[config.mk]
export PLATFORM = sky130hd
export DESIGN_NAME = cgm_clock_ctrl
export DESIGN_NICKNAME = d
export VERILOG_FILES = /design/src/cgm_pkg.sv /design/src/cgm_clock_ctrl.sv
export SDC_FILE = /design/constraint.sdc
export NUM_CORES = 1
export LEC_CHECK = 0
export BUFFER_PORTS_ARGS = -buffer_cell sky130_fd_sc_hd__buf_4
export CAP_MARGIN = 20
export CORE_MARGIN = 3
export CORE_UTILIZATION = 48
export DETAILED_ROUTE_END_ITERATION = 8
export GPL_ROUTABILITY_DRIVEN = 1
export PLACE_DENSITY_LB_ADDON = 0.05
export SYNTH_ARGS = -nofsm -noshare
export SYNTH_HDL_FRONTEND = slang
export SYNTH_SLANG_ARGS = --single-unit
[constraint.sdc]
create_clock -name clk -period 2.5 [get_ports clk]
set_clock_uncertainty 0.2 [all_clocks]
set_input_delay 0.375 -clock clk [delete_from_list [all_inputs] [get_ports clk]]
set_output_delay 0.375 -clock clk [all_outputs]
set_load 0.01 [all_outputs]
[src/cgm_pkg.sv]
// constants and types shared by the clock management block
package cgm_pkg;
    // register byte addresses on the bus
    localparam logic [7:0] CGM_ADDR_CTRL = 8'h00;
    localparam logic [7:0] CGM_ADDR_DIVIDER_A = 8'h04;
    localparam logic [7:0] CGM_ADDR_STAT = 8'h08;
    localparam logic [7:0] CGM_ADDR_MEAS = 8'h0C;
    // control register fields
    localparam int CGM_CTRL_GATE_EN = 0;
    localparam int CGM_CTRL_SEL = 1;
    localparam int CGM_CTRL_GLITCHLESS = 2;
    localparam int CGM_CTRL_DIV35 = 3;
    localparam int CGM_CTRL_DIV_RST = 4;
    localparam int CGM_CTRL_FREEZE = 5;
    localparam int CGM_CTRL_UPDATE_N = 6;
    localparam int CGM_CTRL_W = 7;
    localparam logic [6:0] CGM_CTRL_RESET = 7'h45;
    // divider_a register field
    localparam int CGM_DIVIDER_A_BIT = 0;
    // status register fields
    localparam int CGM_STAT_LOCK = 0;
    localparam int CGM_STAT_SEL_CUR = 1;
    localparam int CGM_STAT_PARKED = 2;
    localparam int CGM_STAT_CODE_LSB = 8;
    // bus responses
    localparam logic [1:0] CGM_RESP_OKAY = 2'b00;
    localparam logic [1:0] CGM_RESP_SLVERR = 2'b10;
    // divider counter wrap points and output-high counts, in input clock cycles
    localparam logic [2:0] CGM_DIV2_LAST = 3'h1;
    localparam logic [2:0] CGM_DIV35_LAST = 3'h6;
    localparam logic [2:0] CGM_DIV35_HI_A = 3'h0;
    localparam logic [2:0] CGM_DIV35_HI_B = 3'h1;
    localparam logic [2:0] CGM_DIV35_HI_C = 3'h3;
    localparam logic [2:0] CGM_DIV35_HI_D = 3'h4;
    // delay loop measurement
    localparam int CGM_MEAS_W = 10;
    localparam logic [9:0] CGM_MEAS_MAX = 10'h3FF;
    localparam logic [9:0] CGM_MEAS_ONE = 10'h001;
    localparam int CGM_QUARTER_SHIFT = 2;
    localparam logic [1:0] CGM_LOCK_MATCHES = 2'h2;
    // selector states
    typedef enum logic [1:0] {
        CGM_SEL_RUN = 2'b01,
        CGM_SEL_PARK = 2'b10
    } cgm_sel_state_type;
endpackage : cgm_pkg

[src/cgm_clock_ctrl.sv]
// clock gate, clock selector, edge clock divider and master delay loop
`timescale 1ns/10ps
// Overview of operation
// - a disabled quadrant gate holds its clock output low and static.
// - gate enable changes only while the clock is low, so no runt pulse.
// - selector switches between two clocks, glitch-free or plain per mode bit.
// - divider makes a slower clock, divide by 2 or by 3.5 per mode bit.
// - divided phase is fixed by the moment the divider reset is released.
// - divider reset clears the counter and forces every divider output low at once.
// - each divider_a pulse shifts divided outputs by one input clock cycle.
// - delay code equals the delay setting for a quarter of the reference period.
// - output code refreshes only while update_n is low, otherwise it holds.
// - freeze stops the loop internal clock cleanly; release restarts it.
// - lock is high only while the output delay code is valid.
// - current delay code is presented on an eight-bit user output.
// - the same code drives a dedicated output to slave delay blocks.
// - slave delay shifts its clock input by the code, a quarter period.
module cgm_clock_ctrl
    import cgm_pkg::*;
(
    input wire logic clk,
    input wire logic rst_n,
    input wire logic [7:0] s_axi_awaddr,
    input wire logic s_axi_awvalid,
    output logic s_axi_awready,
    input wire logic [31:0] s_axi_wdata,
    input wire logic [3:0] s_axi_wstrb,
    input wire logic s_axi_wvalid,
    output logic s_axi_wready,
    output logic [1:0] s_axi_bresp,
    output logic s_axi_bvalid,
    input wire logic s_axi_bready,
    input wire logic [7:0] s_axi_araddr,
    input wire logic s_axi_arvalid,
    output logic s_axi_arready,
    output logic [31:0] s_axi_rdata,
    output logic [1:0] s_axi_rresp,
    output logic s_axi_rvalid,
    input wire logic s_axi_rready,
    input wire logic sel_clk_a,
    input wire logic sel_clk_b,
    input wire logic ref_clk,
    input wire logic slave_clk_in,
    output logic gated_clk,
    output logic sel_clk_out,
    output logic div_clk,
    output logic [7:0] user_delay_code,
    output logic [7:0] delay_code_to_slaves,
    output logic dll_lock,
    output logic slave_clk_out
);
    // divider pattern on the rising-edge half
    function automatic logic div_pos_hi(input logic div35, input logic [2:0] cnt);
        if (div35) begin
            div_pos_hi = (cnt == CGM_DIV35_HI_A) || (cnt == CGM_DIV35_HI_B) ||
                (cnt == CGM_DIV35_HI_D);
        end else begin
            div_pos_hi = (cnt == CGM_DIV35_HI_A);
        end
    endfunction : div_pos_hi

    // divider pattern on the falling-edge half, only used for the half-cycle mode
    function automatic logic div_neg_hi(input logic div35, input logic [2:0] cnt);
        div_neg_hi = div35 && ((cnt == CGM_DIV35_HI_C) || (cnt == CGM_DIV35_HI_D));
    endfunction : div_neg_hi

    logic [CGM_CTRL_W-1:0] ctrl_q;
    logic divider_a_q;
    logic aw_got_q, w_got_q;
    logic [7:0] awaddr_q;
    logic [31:0] wdata_q;
    logic [3:0] wstrb_q;
    logic wr_fire;
    logic [31:0] rd_word;
    logic rd_hit;

    // write side takes address and data in either order, answers after both
    assign s_axi_awready = !aw_got_q && !s_axi_bvalid;
    assign s_axi_wready = !w_got_q && !s_axi_bvalid;
    assign wr_fire = aw_got_q && w_got_q && !s_axi_bvalid;

    always_ff @(posedge clk or negedge rst_n) begin
        if (!rst_n) begin
            aw_got_q <= 1'b0;
            w_got_q <= 1'b0;
            awaddr_q <= '0;
            wdata_q <= '0;
            wstrb_q <= '0;
        end else begin
            if (s_axi_awvalid && s_axi_awready) begin
                aw_got_q <= 1'b1;
                awaddr_q <= s_axi_awaddr;
            end else if (wr_fire) begin
                aw_got_q <= 1'b0;
            end
            if (s_axi_wvalid && s_axi_wready) begin
                w_got_q <= 1'b1;
                wdata_q <= s_axi_wdata;
                wstrb_q <= s_axi_wstrb;
            end else if (wr_fire) begin
                w_got_q <= 1'b0;
            end
        end
    end

    // register update and write response; all writable fields live in byte lane 0
    always_ff @(posedge clk or negedge rst_n) begin
        if (!rst_n) begin
            ctrl_q <= CGM_CTRL_RESET;
            divider_a_q <= 1'b0;
            s_axi_bvalid <= 1'b0;
            s_axi_bresp <= CGM_RESP_OKAY;
        end else begin
            divider_a_q <= 1'b0;
            if (wr_fire) begin
                s_axi_bvalid <= 1'b1;
                s_axi_bresp <= CGM_RESP_OKAY;
                if (awaddr_q == CGM_ADDR_CTRL) begin
                    if (wstrb_q[0]) begin
                        ctrl_q <= wdata_q[CGM_CTRL_W-1:0];
                    end
                end else if (awaddr_q == CGM_ADDR_DIVIDER_A) begin
                    divider_a_q <= wstrb_q[0] && wdata_q[CGM_DIVIDER_A_BIT];
                end else if (awaddr_q != CGM_ADDR_STAT && awaddr_q != CGM_ADDR_MEAS) begin
                    s_axi_bresp <= CGM_RESP_SLVERR;
                end
            end else if (s_axi_bready) begin
                s_axi_bvalid <= 1'b0;
            end
        end
    end

    logic [CGM_MEAS_W-1:0] meas_q;
    logic [7:0] out_code_q;
    logic sel_cur_q;
    cgm_sel_state_type sel_state_q;

    // read mux; unmapped addresses read zero with an error response
    always_comb begin
        rd_word = '0;
        rd_hit = 1'b1;
        case (s_axi_araddr)
            CGM_ADDR_CTRL: rd_word[CGM_CTRL_W-1:0] = ctrl_q;
            CGM_ADDR_DIVIDER_A: rd_word = '0;
            CGM_ADDR_STAT: begin
                rd_word[CGM_STAT_LOCK] = dll_lock;
                rd_word[CGM_STAT_SEL_CUR] = sel_cur_q;
                rd_word[CGM_STAT_PARKED] = (sel_state_q == CGM_SEL_PARK);
                rd_word[CGM_STAT_CODE_LSB +: 8] = out_code_q;
            end
            CGM_ADDR_MEAS: rd_word[CGM_MEAS_W-1:0] = meas_q;
            default: rd_hit = 1'b0;
        endcase
    end

    assign s_axi_arready = !s_axi_rvalid;

    // read answer one cycle after the address is taken
    always_ff @(posedge clk or negedge rst_n) begin
        if (!rst_n) begin
            s_axi_rvalid <= 1'b0;
            s_axi_rdata <= '0;
            s_axi_rresp <= CGM_RESP_OKAY;
        end else if (s_axi_arvalid && s_axi_arready) begin
            s_axi_rvalid <= 1'b1;
            s_axi_rdata <= rd_word;
            s_axi_rresp <= rd_hit ? CGM_RESP_OKAY : CGM_RESP_SLVERR;
        end else if (s_axi_rready) begin
            s_axi_rvalid <= 1'b0;
        end
    end

    // quadrant gate: enable retimed on the falling edge, so it moves only while clk is low
    logic gate_en_neg_q;
    always_ff @(negedge clk or negedge rst_n) begin
        if (!rst_n) begin
            gate_en_neg_q <= 1'b0;
        end else begin
            gate_en_neg_q <= ctrl_q[CGM_CTRL_GATE_EN];
        end
    end
    assign gated_clk = clk & gate_en_neg_q;

    // pin clocks enter through two-stage synchronisers
    logic a_m_q, a_s_q, b_m_q, b_s_q, ref_m_q, ref_s_q, ref_d_q, slv_m_q, slv_s_q;
    always_ff @(posedge clk or negedge rst_n) begin
        if (!rst_n) begin
            a_m_q <= 1'b0;
            a_s_q <= 1'b0;
            b_m_q <= 1'b0;
            b_s_q <= 1'b0;
            ref_m_q <= 1'b0;
            ref_s_q <= 1'b0;
            ref_d_q <= 1'b0;
            slv_m_q <= 1'b0;
            slv_s_q <= 1'b0;
        end else begin
            a_m_q <= sel_clk_a;
            a_s_q <= a_m_q;
            b_m_q <= sel_clk_b;
            b_s_q <= b_m_q;
            ref_m_q <= ref_clk;
            ref_s_q <= ref_m_q;
            ref_d_q <= ref_s_q;
            slv_m_q <= slave_clk_in;
            slv_s_q <= slv_m_q;
        end
    end

    // selector; plain mode swaps at once, so stopped inputs never block it
    logic old_lvl, new_lvl, sel_out_q;
    assign old_lvl = sel_cur_q ? b_s_q : a_s_q;
    assign new_lvl = ctrl_q[CGM_CTRL_SEL] ? b_s_q : a_s_q;
    always_ff @(posedge clk or negedge rst_n) begin
        if (!rst_n) begin
            sel_state_q <= CGM_SEL_RUN;
            sel_cur_q <= 1'b0;
            sel_out_q <= 1'b0;
        end else begin
            case (sel_state_q)
                CGM_SEL_RUN: begin
                    if (ctrl_q[CGM_CTRL_SEL] == sel_cur_q) begin
                        sel_out_q <= old_lvl;
                    end else if (!ctrl_q[CGM_CTRL_GLITCHLESS]) begin
                        sel_cur_q <= ctrl_q[CGM_CTRL_SEL];
                        sel_out_q <= new_lvl;
                    end else if (!old_lvl) begin
                        sel_state_q <= CGM_SEL_PARK;
                        sel_out_q <= 1'b0;
                    end else begin
                        sel_out_q <= old_lvl;
                    end
                end
                CGM_SEL_PARK: begin
                    sel_out_q <= 1'b0;
                    if (!new_lvl) begin
                        sel_cur_q <= ctrl_q[CGM_CTRL_SEL];
                        sel_state_q <= CGM_SEL_RUN;
                    end
                end
                default: begin
                    sel_state_q <= CGM_SEL_RUN;
                    sel_out_q <= 1'b0;
                end
            endcase
        end
    end
    assign sel_clk_out = sel_out_q;

    // divider counter; held at zero in reset so release fixes the phase
    logic [2:0] div_cnt_q, div_cnt_d, div_last;
    logic div_pos_q, div_neg_q, div_rst;
    assign div_rst = ctrl_q[CGM_CTRL_DIV_RST];
    assign div_last = ctrl_q[CGM_CTRL_DIV35] ? CGM_DIV35_LAST : CGM_DIV2_LAST;
    always_comb begin
        if (div_rst) begin
            div_cnt_d = '0;
        end else if (divider_a_q) begin
            div_cnt_d = div_cnt_q;
        end else if (div_cnt_q >= div_last) begin
            div_cnt_d = '0;
        end else begin
            div_cnt_d = div_cnt_q + 3'h1;
        end
    end

    always_ff @(posedge clk or negedge rst_n) begin
        if (!rst_n) begin
            div_cnt_q <= '0;
            div_pos_q <= 1'b0;
        end else begin
            div_cnt_q <= div_cnt_d;
            div_pos_q <= !div_rst && div_pos_hi(ctrl_q[CGM_CTRL_DIV35], div_cnt_d);
        end
    end

    // falling-edge half gives the half-cycle step of divide by 3.5
    always_ff @(negedge clk or negedge rst_n) begin
        if (!rst_n) begin
            div_neg_q <= 1'b0;
        end else begin
            div_neg_q <= !div_rst && div_neg_hi(ctrl_q[CGM_CTRL_DIV35], div_cnt_q);
        end
    end
    // reset gates the output directly, not waiting for any edge
    assign div_clk = (div_pos_q | div_neg_q) & !div_rst;

    // loop measures the reference period; freeze is registered so it stops cleanly
    logic frz_q, ref_rise;
    logic [CGM_MEAS_W-1:0] run_cnt_q;
    logic [1:0] match_q;
    logic [7:0] code_raw, code_next;
    assign ref_rise = ref_s_q && !ref_d_q;
    assign code_raw = (meas_q[CGM_MEAS_W-1:CGM_QUARTER_SHIFT] > CGM_MEAS_W'(8'hFF)) ?
        8'hFF : meas_q[CGM_QUARTER_SHIFT +: 8];
    assign code_next = ctrl_q[CGM_CTRL_UPDATE_N] ? out_code_q : code_raw;

    always_ff @(posedge clk or negedge rst_n) begin
        if (!rst_n) begin
            frz_q <= 1'b0;
            run_cnt_q <= CGM_MEAS_ONE;
            meas_q <= '0;
            match_q <= '0;
        end else begin
            frz_q <= ctrl_q[CGM_CTRL_FREEZE];
            if (!frz_q) begin
                if (ref_rise) begin
                    meas_q <= run_cnt_q;
                    run_cnt_q <= CGM_MEAS_ONE;
                    if (run_cnt_q != meas_q) begin
                        match_q <= '0;
                    end else if (match_q != CGM_LOCK_MATCHES) begin
                        match_q <= match_q + 2'h1;
                    end
                end else if (run_cnt_q != CGM_MEAS_MAX) begin
                    run_cnt_q <= run_cnt_q + CGM_MEAS_ONE;
                end
            end
        end
    end

    // output code and lock; the bus holds a stale code while update_n is high
    always_ff @(posedge clk or negedge rst_n) begin
        if (!rst_n) begin
            out_code_q <= '0;
            dll_lock <= 1'b0;
        end else begin
            out_code_q <= code_next;
            dll_lock <= (match_q == CGM_LOCK_MATCHES) && (code_next == code_raw) &&
                (code_raw != '0);
        end
    end
    assign user_delay_code = out_code_q;
    assign delay_code_to_slaves = out_code_q;

    // slave delay: one pending edge at a time, so code must stay below half a period
    logic slv_last_q, slv_pend_q;
    logic [7:0] slv_cnt_q;
    always_ff @(posedge clk or negedge rst_n) begin
        if (!rst_n) begin
            slv_last_q <= 1'b0;
            slv_pend_q <= 1'b0;
            slv_cnt_q <= '0;
            slave_clk_out <= 1'b0;
        end else if (slv_pend_q) begin
            if (slv_cnt_q == '0) begin
                slave_clk_out <= slv_last_q;
                slv_pend_q <= 1'b0;
            end else begin
                slv_cnt_q <= slv_cnt_q - 8'h01;
            end
        end else if (slv_s_q != slv_last_q) begin
            slv_last_q <= slv_s_q;
            slv_pend_q <= 1'b1;
            slv_cnt_q <= delay_code_to_slaves;
        end
    end
endmodule : cgm_clock_ctrl

==> results_dict.tcl, run 1 <==
set metrics [dict create \
    run_status "complete, but fails checks" \
    violations_in_the_final_reports "setup timing" \
    grt_antenna_before_repair 0 \
    synth_seq_area_share 0.527 \
    synth_top_cells_by_area "dfrtp_1 (49%), mux2_2 (7.9%), nand2_1 (5.0%)" \
    gr-total-overflow 0 \
    synthArstFlopShare 1.00 \
    worst_min_path_class "primary input to register" \
    routed_wl_mm 11.0 \
    slew_headroom 0.557 \
    report.final.setup_viol 3 \
    finalNetCount 653 \
    dieArea_um2 12000 \
    synth_area_leader_cell "dfrtp_1" \
    finalWeightedCongestion 0.822 \
    wire_per_inst_um 15.3 \
    layout_common_cells "dfrtp_1 (101), buf_4 (90), nand2_1 (69)" \
    multi_input_area_um2 2170 \
    drcViolationCount 0 \
    crit_fanout 1 \
    mappedNetlistArea_um2 5140 \
    grt_pass1_wl_mm 18.4 \
    synth_top_flop_cell "dfrtp_1" \
    p_leak_nw 3.01 \
    first_pass_iters 4 \
    final_total_negative_setup_slack_ps -854 \
    critical_path_class "register to output pin" \
    synth_cells 484 \
    synth.ff_latch_count 108 \
    data_arrival_time_of_the_critical_path_ps 2370 \
    synth_top_area_share 0.491 \
    grt_pass1_vias 3583 \
    area.growth.synth_to_final_pct 22.3 \
    detailedPlacementHpwl_mm 7.53 \
    clock_latency_ps 480 \
    worstSetupEndpointType "output pin" \
    yosysUniqueCellTypes 53 \
    globalRouteTotalUtil 0.202 \
    portBuffers 78 \
    post-route-util 0.607 \
    setup_repair_after_global_routing_missed_its_margin "true" \
    num_io_pins 125 \
    final_antenna_net_count 0 \
    post-place-cells 679 \
    report.final.hold_viol_count 0 \
    cts_tree "done" \
    start_util 0.496 \
    detailroute.via_count 3696 \
    cap_violations 0 \
    synth.avg_cell_area_um2 10.6 \
    critical_path.startpoint_type "register" \
    mostFrequentLayoutCell "dfrtp_1" \
    synth.yosys.warnings 0 \
    power_density_nw_per_um2 851 \
    ff_latch_area_um2 2710 \
    placeableCoreArea_um2 10400 \
    holdWs_ps 63.3 \
    worst_r2r_path_depth 5 \
    grt_max_degree 55 \
    worstPathRequired_ps 1920 \
    synth-edff-count 0 \
    max_slew_vio_count 0 \
    antennaDiodeCount 0 \
    drive_above_1_share 0.278 \
    num_rows 37 \
    detailedRoute.firstIterationViolations 190 \
    worst_pin_slew_ps 665 \
    cts.clk_slew.worst_paths_ps 90 \
    final_critical_path_setup_slack_ps -444 \
    fillerInstances 889 \
    floorplan.die.height_um 110 \
    worst_ir_drop_vdd_mv 0.551 \
    avgViaCountPerCell 5.11 \
    timing.hold.worst_path_depth 3 \
    pre_cts_slack_ps 40.6 \
    fp.dieW_um 110 \
    stdcell_count 723 \
]
-- timing repair --
| item | in CTS | in global routing |
|---|---|---|
| hold endpoints to repair | 123 | 0 |
| hold buffers | 23 | 0 |
| pin swaps | 0 | 0 |
| gates resized for setup | 0 | 9 |
| buffers inserted | 0 | 2 |
| setup endpoints to repair | 3 | 8 |
-- area by class of cell --
cell class              instances  share of cell area
flip-flops and latches        108               0.431
multi-input cells             331               0.345
repair buffers                114               0.146
clock buffers                  16              0.0346
well taps                     136              0.0270
clock inverters                 4             0.00875
inverters                      14             0.00835
-- synth_stat cells (6+ instances only) --
cell      count
inv_1        14
ha_1          8
xnor2_1      14
mux2_2       36
and3_1        6
dfrtp_1     101
clkbuf_1     19
nor2b_1       8
nor2_1       28
o21ai_0      29
nor3_1        7
nand3_1       8
xor2_1       15
a22oi_1       6
a21oi_1       9
buf_4        26
nor4_1        7
mux2i_1       7
nand2_1      69
-- flip-flops by register name (all words and copies together), names as in the netlist, 2 cells and up --
name and flops:
s_axi_rdata 16, meas_q 10, run_cnt_q 10, awaddr_q 8
delay_code_to_slaves 8, slv_cnt_q 8, ctrl_q 7, wdata_q 7
div_cnt_q 3, match_q 2, sel_state_q 2
-- logic make-up after synthesis --
| logic type | Yosys count | synth area share |
|---|---|---|
| and+or+nand+nor | 158 | 0.149 |
| DFF | 108 | 0.527 |
| AOI/OAI and AO/OA | 75 | 0.0951 |
| buffers and inverters | 62 | 0.0676 |
| muxes | 43 | 0.0924 |
| xor gates and xnor gates | 29 | 0.0494 |
| adders and majority gates | 8 | 0.0195 |
| other | 1 | 0.000729 |
-- where the power goes --
part	internal [W]	total, W	switching, W
combinational	0.000854	0.00155	0.000691
sequential	0.00215	0.00254	0.000397
clock	0.000657	0.00127	0.000611
-- metrics by stage --
step | power [W] | instance area (um2)
after global routing | 0.00576 | 6290
after global placement | 0.00403 | 5760
after detailed placement | 0.00408 | 5760
final | 0.00536 | 6290
after CTS | 0.00540 | 6250
after floorplan | 0.00361 | 5210
-- metal layers --
layer | global-route usage | vias up | part of all wire
li1 | - | 1832 | -
met1 | 0.279 | 1782 | 0.47
met2 | 0.309 | 74 | 0.47
met3 | 0.0658 | 8 | 0.049
met4 | 0.0552 | 0 | 0.0086
met5 | 0 | - | 0
-- critical path, cell delays in order (launching register included) --
cell,delay [ps]
dfrtn_1,400
nor2_1,50
nor2_1,80
buf_4,120
-- worst paths after layout --
path,slack (ps),from,end
max,-440,div_neg_q$_DFF_NN0_,div_clk
min,60,s_axi_araddr[2],s_axi_rdata[0]$_DFFE_PN0P_
max reg2reg,70,awaddr_q[1]$_DFFE_PN0P_,ctrl_q[3]$_DFFE_PN0P_
min reg2reg,160,ref_m_q$_DFF_PN0_,ref_s_q$_DFF_PN0_
max in group asynchronous,810,rst_n,gate_en_neg_q$_DFF_NN0_
min in group asynchronous,380,rst_n,s_axi_rresp[1]$_DFFE_PN0P_
(Power assumes the default switching activity.)
==> inputs of run 2 (changes only) <==
--- a/config.mk
+++ b/config.mk
@@ -12,6 +12,7 @@
 export DETAILED_ROUTE_END_ITERATION = 8
 export GPL_ROUTABILITY_DRIVEN = 1
 export PLACE_DENSITY_LB_ADDON = 0.05
+export SKIP_LAST_GASP = 1
 export SYNTH_ARGS = -nofsm -noshare
 export SYNTH_HDL_FRONTEND = slang
 export SYNTH_SLANG_ARGS = --single-unit
==> run 2 against run 1 <==
  * Die area did not move
  * Highest routed layer unchanged
  * Via count increased by 0.41%
  * Hold slack worse by 2.8 ps
  * Global-route usage is the same
  * First-iteration DRC count rose by 2.6%
  * The flow still finishes with violations (setup timing)
  * Non-clock buffer count unchanged
  * Cell area about the same
  * Combinational power about the same
==> results_dict.tcl, run 2 (same netlist as run 1, synthesis figures left out) <==
set metrics [dict create \
    final_critical_path_setup_slack_ps -444 \
    report.final.hold_viol_count 0 \
    pre_cts_slack_ps 40.6 \
    first_pass_iters 4 \
    detailroute.via_count 3711 \
    cap_violations 0 \
    avgViaCountPerCell 5.13 \
    worst_pin_slew_ps 665 \
    grt_pass1_vias 3583 \
    power.total_w 0.00535 \
    post-place-cells 679 \
    cts.clk_slew.worst_paths_ps 90 \
    violations_in_the_final_reports "setup timing" \
    top_register "s_axi_rdata" \
    run_status "complete, but fails checks" \
    num_io_pins 125 \
    ff_latch_area_um2 2710 \
    floorplan.die.height_um 110 \
    fp.dieW_um 110 \
    globalRouteTotalUtil 0.202 \
    worstSetupEndpointType "output pin" \
    critical_path_class "register to output pin" \
    met3_length_um 543 \
    data_arrival_time_of_the_critical_path_ps 2370 \
    clock_latency_ps 480 \
    critical_path.startpoint_type "register" \
    antennaDiodeCount 0 \
    num_rows 37 \
    m1_wl_mm 5.24 \
    area.growth.synth_to_final_pct 22.2 \
    layout_common_cells "dfrtp_1 (101), buf_4 (90), nand2_1 (69)" \
    multi_input_area_um2 2160 \
    slew_headroom 0.557 \
    setup_repair_after_global_routing_missed_its_margin "true" \
    top_regs "s_axi_rdata x16, meas_q x10, run_cnt_q x10" \
    grt_max_degree 55 \
    finalWeightedCongestion 0.822 \
    met2WireLength_mm 5.10 \
    drive_above_1_share 0.276 \
    detailedRoute.firstIterationViolations 195 \
    mostFrequentLayoutCell "dfrtp_1" \
    largest_reg_flops 16 \
    routed.top_layer "met4" \
    routed_wl_mm 11.0 \
    placeableCoreArea_um2 10400 \
    cts_tree "done" \
    wire_per_inst_um 15.2 \
    fillerInstances 892 \
    stdcell_count 723 \
    worst_ir_drop_vdd_mv 0.551 \
    worst_min_path_class "primary input to register" \
    grt_pass1_wl_mm 18.4 \
    max_slew_vio_count 0 \
    portBuffers 78 \
    holdWs_ps 60.4 \
    crit_fanout 1 \
    drcViolationCount 0 \
    detailedPlacementHpwl_mm 7.53 \
    grt_antenna_before_repair 0 \
    report.final.setup_viol 3 \
    worstPathRequired_ps 1920 \
    start_util 0.496 \
    power_density_nw_per_um2 852 \
    finalNetCount 653 \
    final_antenna_net_count 0 \
    dieArea_um2 12000 \
    p_leak_nw 3.01 \
    gr-total-overflow 0 \
]
run 2: routing by layer:
layer  up-vias  GRT usage
li1       1832          -
met1      1786      0.279
met2        82      0.309
met3        11     0.0658
met4         0     0.0552
met5         -          0
run 2: report_power, final:
group	internal (W)	leakage [nW]	switching [W]
logic	0.000853	1.49	0.000692
clock network	0.000657	0.141	0.000609
registers	0.00215	1.37	0.000397
total	0.00366	3.01	0.00170
run 2: critical path, cell delays in order, from the launching register on:
cell and delay, ps:
dfrtn_1 400, nor2_1 50, nor2_1 80, buf_4 120
run 2: cell type report:
type / instances / share of cell area
Clock inverter: 4 / 0.00876
Clock buffer: 16 / 0.0346
Multi-Input combinational cell: 331 / 0.344
Timing Repair Buffer: 114 / 0.146
Sequential cell: 108 / 0.431
Tap cell: 136 / 0.0271
Inverter: 14 / 0.00836
run 2: final timing paths:
check	startpoint	to	slack, ps	depth (start not counted)
max reg2reg	awaddr_q[1]$_DFFE_PN0P_	ctrl_q[3]$_DFFE_PN0P_	30	5
max in group asynchronous	rst_n	gate_en_neg_q$_DFF_NN0_	810	2
min in group asynchronous	rst_n	s_axi_rresp[1]$_DFFE_PN0P_	380	3
min	s_axi_araddr[2]	s_axi_rdata[0]$_DFFE_PN0P_	60	3
max	div_neg_q$_DFF_NN0_	div_clk	-440	3
min reg2reg	ref_m_q$_DFF_PN0_	ref_s_q$_DFF_PN0_	160	0
run 2: metrics by stage:
step | TNS [ps] | util | area [um2]
2_1_floorplan | 0 | - | 5210
3_3_place_gp | 0 | 0.555 | 5760
3_5_place_dp | 0 | 0.555 | 5760
4_1_cts | -888 | 0.603 | 6250
5_1_grt | -1030 | 0.606 | 6290
6_report | -853 | 0.606 | 6290
run 2: what timing repair did:
| item | in CTS | in global routing |
|---|---|---|
| endpoints found under the hold margin | 123 | 0 |
| hold buffers | 23 | 0 |
| gates cloned | 0 | 0 |
| pin swaps | 0 | 0 |
| gates resized for setup | 0 | 7 |
| buffers inserted | 0 | 2 |
| setup endpoints to repair | 3 | 8 |
==> inputs of run 3 (changes only) <==
--- a/config.mk
+++ b/config.mk
@@ -12,6 +12,7 @@
 export DETAILED_ROUTE_END_ITERATION = 8
 export GPL_ROUTABILITY_DRIVEN = 1
 export PLACE_DENSITY_LB_ADDON = 0.05
+export REMOVE_ABC_BUFFERS = 1
 export SKIP_LAST_GASP = 1
 export SYNTH_ARGS = -nofsm -noshare
 export SYNTH_HDL_FRONTEND = slang
==> run 3 against run 2 <==
  * Total power is 3.3% lower
  * Count of clock-buffer cells in the layout is 1 higher
  * Critical endpoint is now gated_clk
  * Sequential power hardly changed
  * The flow still finishes with violations (setup timing)
  * Clock power is 14% lower
  * Largest power group unchanged
==> results_dict.tcl, run 3 (same netlist as run 1, synthesis figures left out) <==
set metrics [dict create \
    fillerInstances 897 \
    finalWeightedCongestion 0.808 \
    pre_cts_slack_ps 63.5 \
    worst_r2r_endpoint "div_neg_q$_DFF_NN0_" \
    timing.hold.worst_path_depth 3 \
    setup.worst_path.end "gated_clk" \
    drive_above_1_share 0.275 \
    report.final.setup_viol 3 \
    drcViolationCount 0 \
    finalNetCount 656 \
    crit_fanout 1 \
    reg2reg_setup_slack_ps 40 \
    top_register "s_axi_rdata" \
    critical_path.startpoint_type "register" \
    critical_path_class "register to output pin" \
    start_util 0.496 \
    critical_path.max_stage_delay_ps 390 \
    multi_input_area_um2 2150 \
    worst_min_path_class "primary input to register" \
    largest_reg_flops 16 \
    worst_ir_drop_vdd_mv 0.501 \
    grt_pass1_vias 3679 \
    antennaDiodeCount 0 \
    finish.instance_area_um2 6250 \
    grt_max_degree 50 \
    cts_tree "done" \
    detailedPlacementHpwl_mm 7.70 \
    portBuffers 78 \
    layout_common_cells "dfrtp_1 (101), buf_4 (93), nand2_1 (69)" \
    clock_latency_ps 480 \
    grt_pass1_wl_mm 18.0 \
    ff_latch_area_um2 2710 \
    top_regs "s_axi_rdata x16, meas_q x10, run_cnt_q x10" \
    globalRouteTotalUtil 0.196 \
    dieArea_um2 12000 \
    avgViaCountPerCell 5.11 \
    area.growth.synth_to_final_pct 21.5 \
    placedInstanceArea_um2 5780 \
    cap_violations 0 \
    floorplan.die.height_um 110 \
    routed_wl_mm 10.9 \
    placeableCoreArea_um2 10400 \
    max_slew_vio_count 0 \
    critPathTopFamily "flip-flops" \
    stdcell_count 726 \
    worstPathRequired_ps 1920 \
    worst_r2r_startpoint "div_cnt_q[0]$_DFF_PN0_" \
    power.total_w 0.00518 \
    data_arrival_time_of_the_critical_path_ps 2340 \
    run_status "complete, but fails checks" \
    worstPathBufferInverterCount 1 \
    setup_repair_after_global_routing_missed_its_margin "true" \
    fp.dieW_um 110 \
    crit_path_cell_trace "and2_4 > buf_6" \
    cts.clk_slew.worst_paths_ps 100 \
    detailedRoute.firstIterationViolations 128 \
    final_antenna_net_count 0 \
    cpMaxStageDelayCell "dfrtn_1" \
    violations_in_the_final_reports "setup timing" \
    gr-total-overflow 0 \
    first_pass_iters 4 \
    worst_pin_slew_ps 597 \
    final_critical_path_setup_slack_ps -414 \
    report.final.hold_viol_count 0 \
    post-place-cells 682 \
    wire_per_inst_um 15.0 \
    num_rows 37 \
    detailroute.via_count 3710 \
    worst_r2r_path_depth 3 \
    p_leak_nw 2.99 \
    post-route-util 0.603 \
    mostFrequentLayoutCell "dfrtp_1" \
    slew_headroom 0.602 \
    num_io_pins 125 \
    worstSetupEndpointType "output pin" \
    power_density_nw_per_um2 828 \
    startpoint "gate_en_neg_q$_DFF_NN0_" \
    worstSetupPathDepth 2 \
    grt_antenna_before_repair 0 \
]
==> run 3: cell count changes in the layout (fill, tap and decap cells not counted) <==
cell and change:
buf_4 +3, mux2_2 +3, clkbuf_8 -2, inv_6 -1
bufinv_16 -1, mux2_4 -3, clkbuf_1 +3, clkinvlp_4 +1
==> run 3: worst min-delay path by stage <==
stage                            endpoint     startpoint  slack [ps]
2_1_floorplan             a_m_q$_DFF_PN0_          rst_n        -120
3_3_place_gp       div_cnt_q[2]$_DFF_PN0_          rst_n          40
3_5_place_dp       div_cnt_q[2]$_DFF_PN0_          rst_n          40
4_1_cts        s_axi_rdata[2]$_DFFE_PN0P_  s_axi_arvalid          30
5_1_grt        s_axi_rdata[2]$_DFFE_PN0P_  s_axi_arvalid          60
6_report       s_axi_rdata[2]$_DFFE_PN0P_  s_axi_arvalid          60
==> run 3: timing repair <==
action / in CTS / in global routing
endpoints found under the setup margin: 3 / 7
hold buffers: 23 / 0
setup buffers: 0 / 2
resized for setup: 2 / 2
hold endpoints to repair: 119 / 0
==> run 3: tightest hold or removal path, delay by kind of cell <==
kind / cells / cell delay (ps)
AO/OA/AOI/OAI: 1 / 90
buffers and inverters: 1 / 110
AND/OR/NAND/NOR: 1 / 110
==> run 3: area by class of cell <==
type,instances,share of cell area
sequential,108,0.433
multi-input combinational,331,0.345
timing repair buffer,117,0.150
clock buffer,17,0.0322
tap,136,0.0272
inverter,14,0.00841
clock inverter,3,0.00380
==> run 3: layer usage <==
layer	track usage	vias to the layer above	part of all wire
li1	-	1830	-
met1	0.248	1767	0.45
met2	0.327	97	0.48
met3	0.0446	16	0.047
met4	0.0739	0	0.017
met5	0	-	0
==> run 3: through the flow <==
stage	TNS (ps)	hold slack, ps
6_report	-821	58.1
5_1_grt	-912	59.0
4_1_cts	-865	27.3
3_5_place_dp	0	37.4
3_3_place_gp	0	38.5
2_1_floorplan	0	-121
==> run 3: power by group <==
part | internal [W] | switching (W)
sequential | 0.00215 | 0.000399
clock | 0.000499 | 0.000589
combinational | 0.000841 | 0.000702
total | 0.00349 | 0.00169
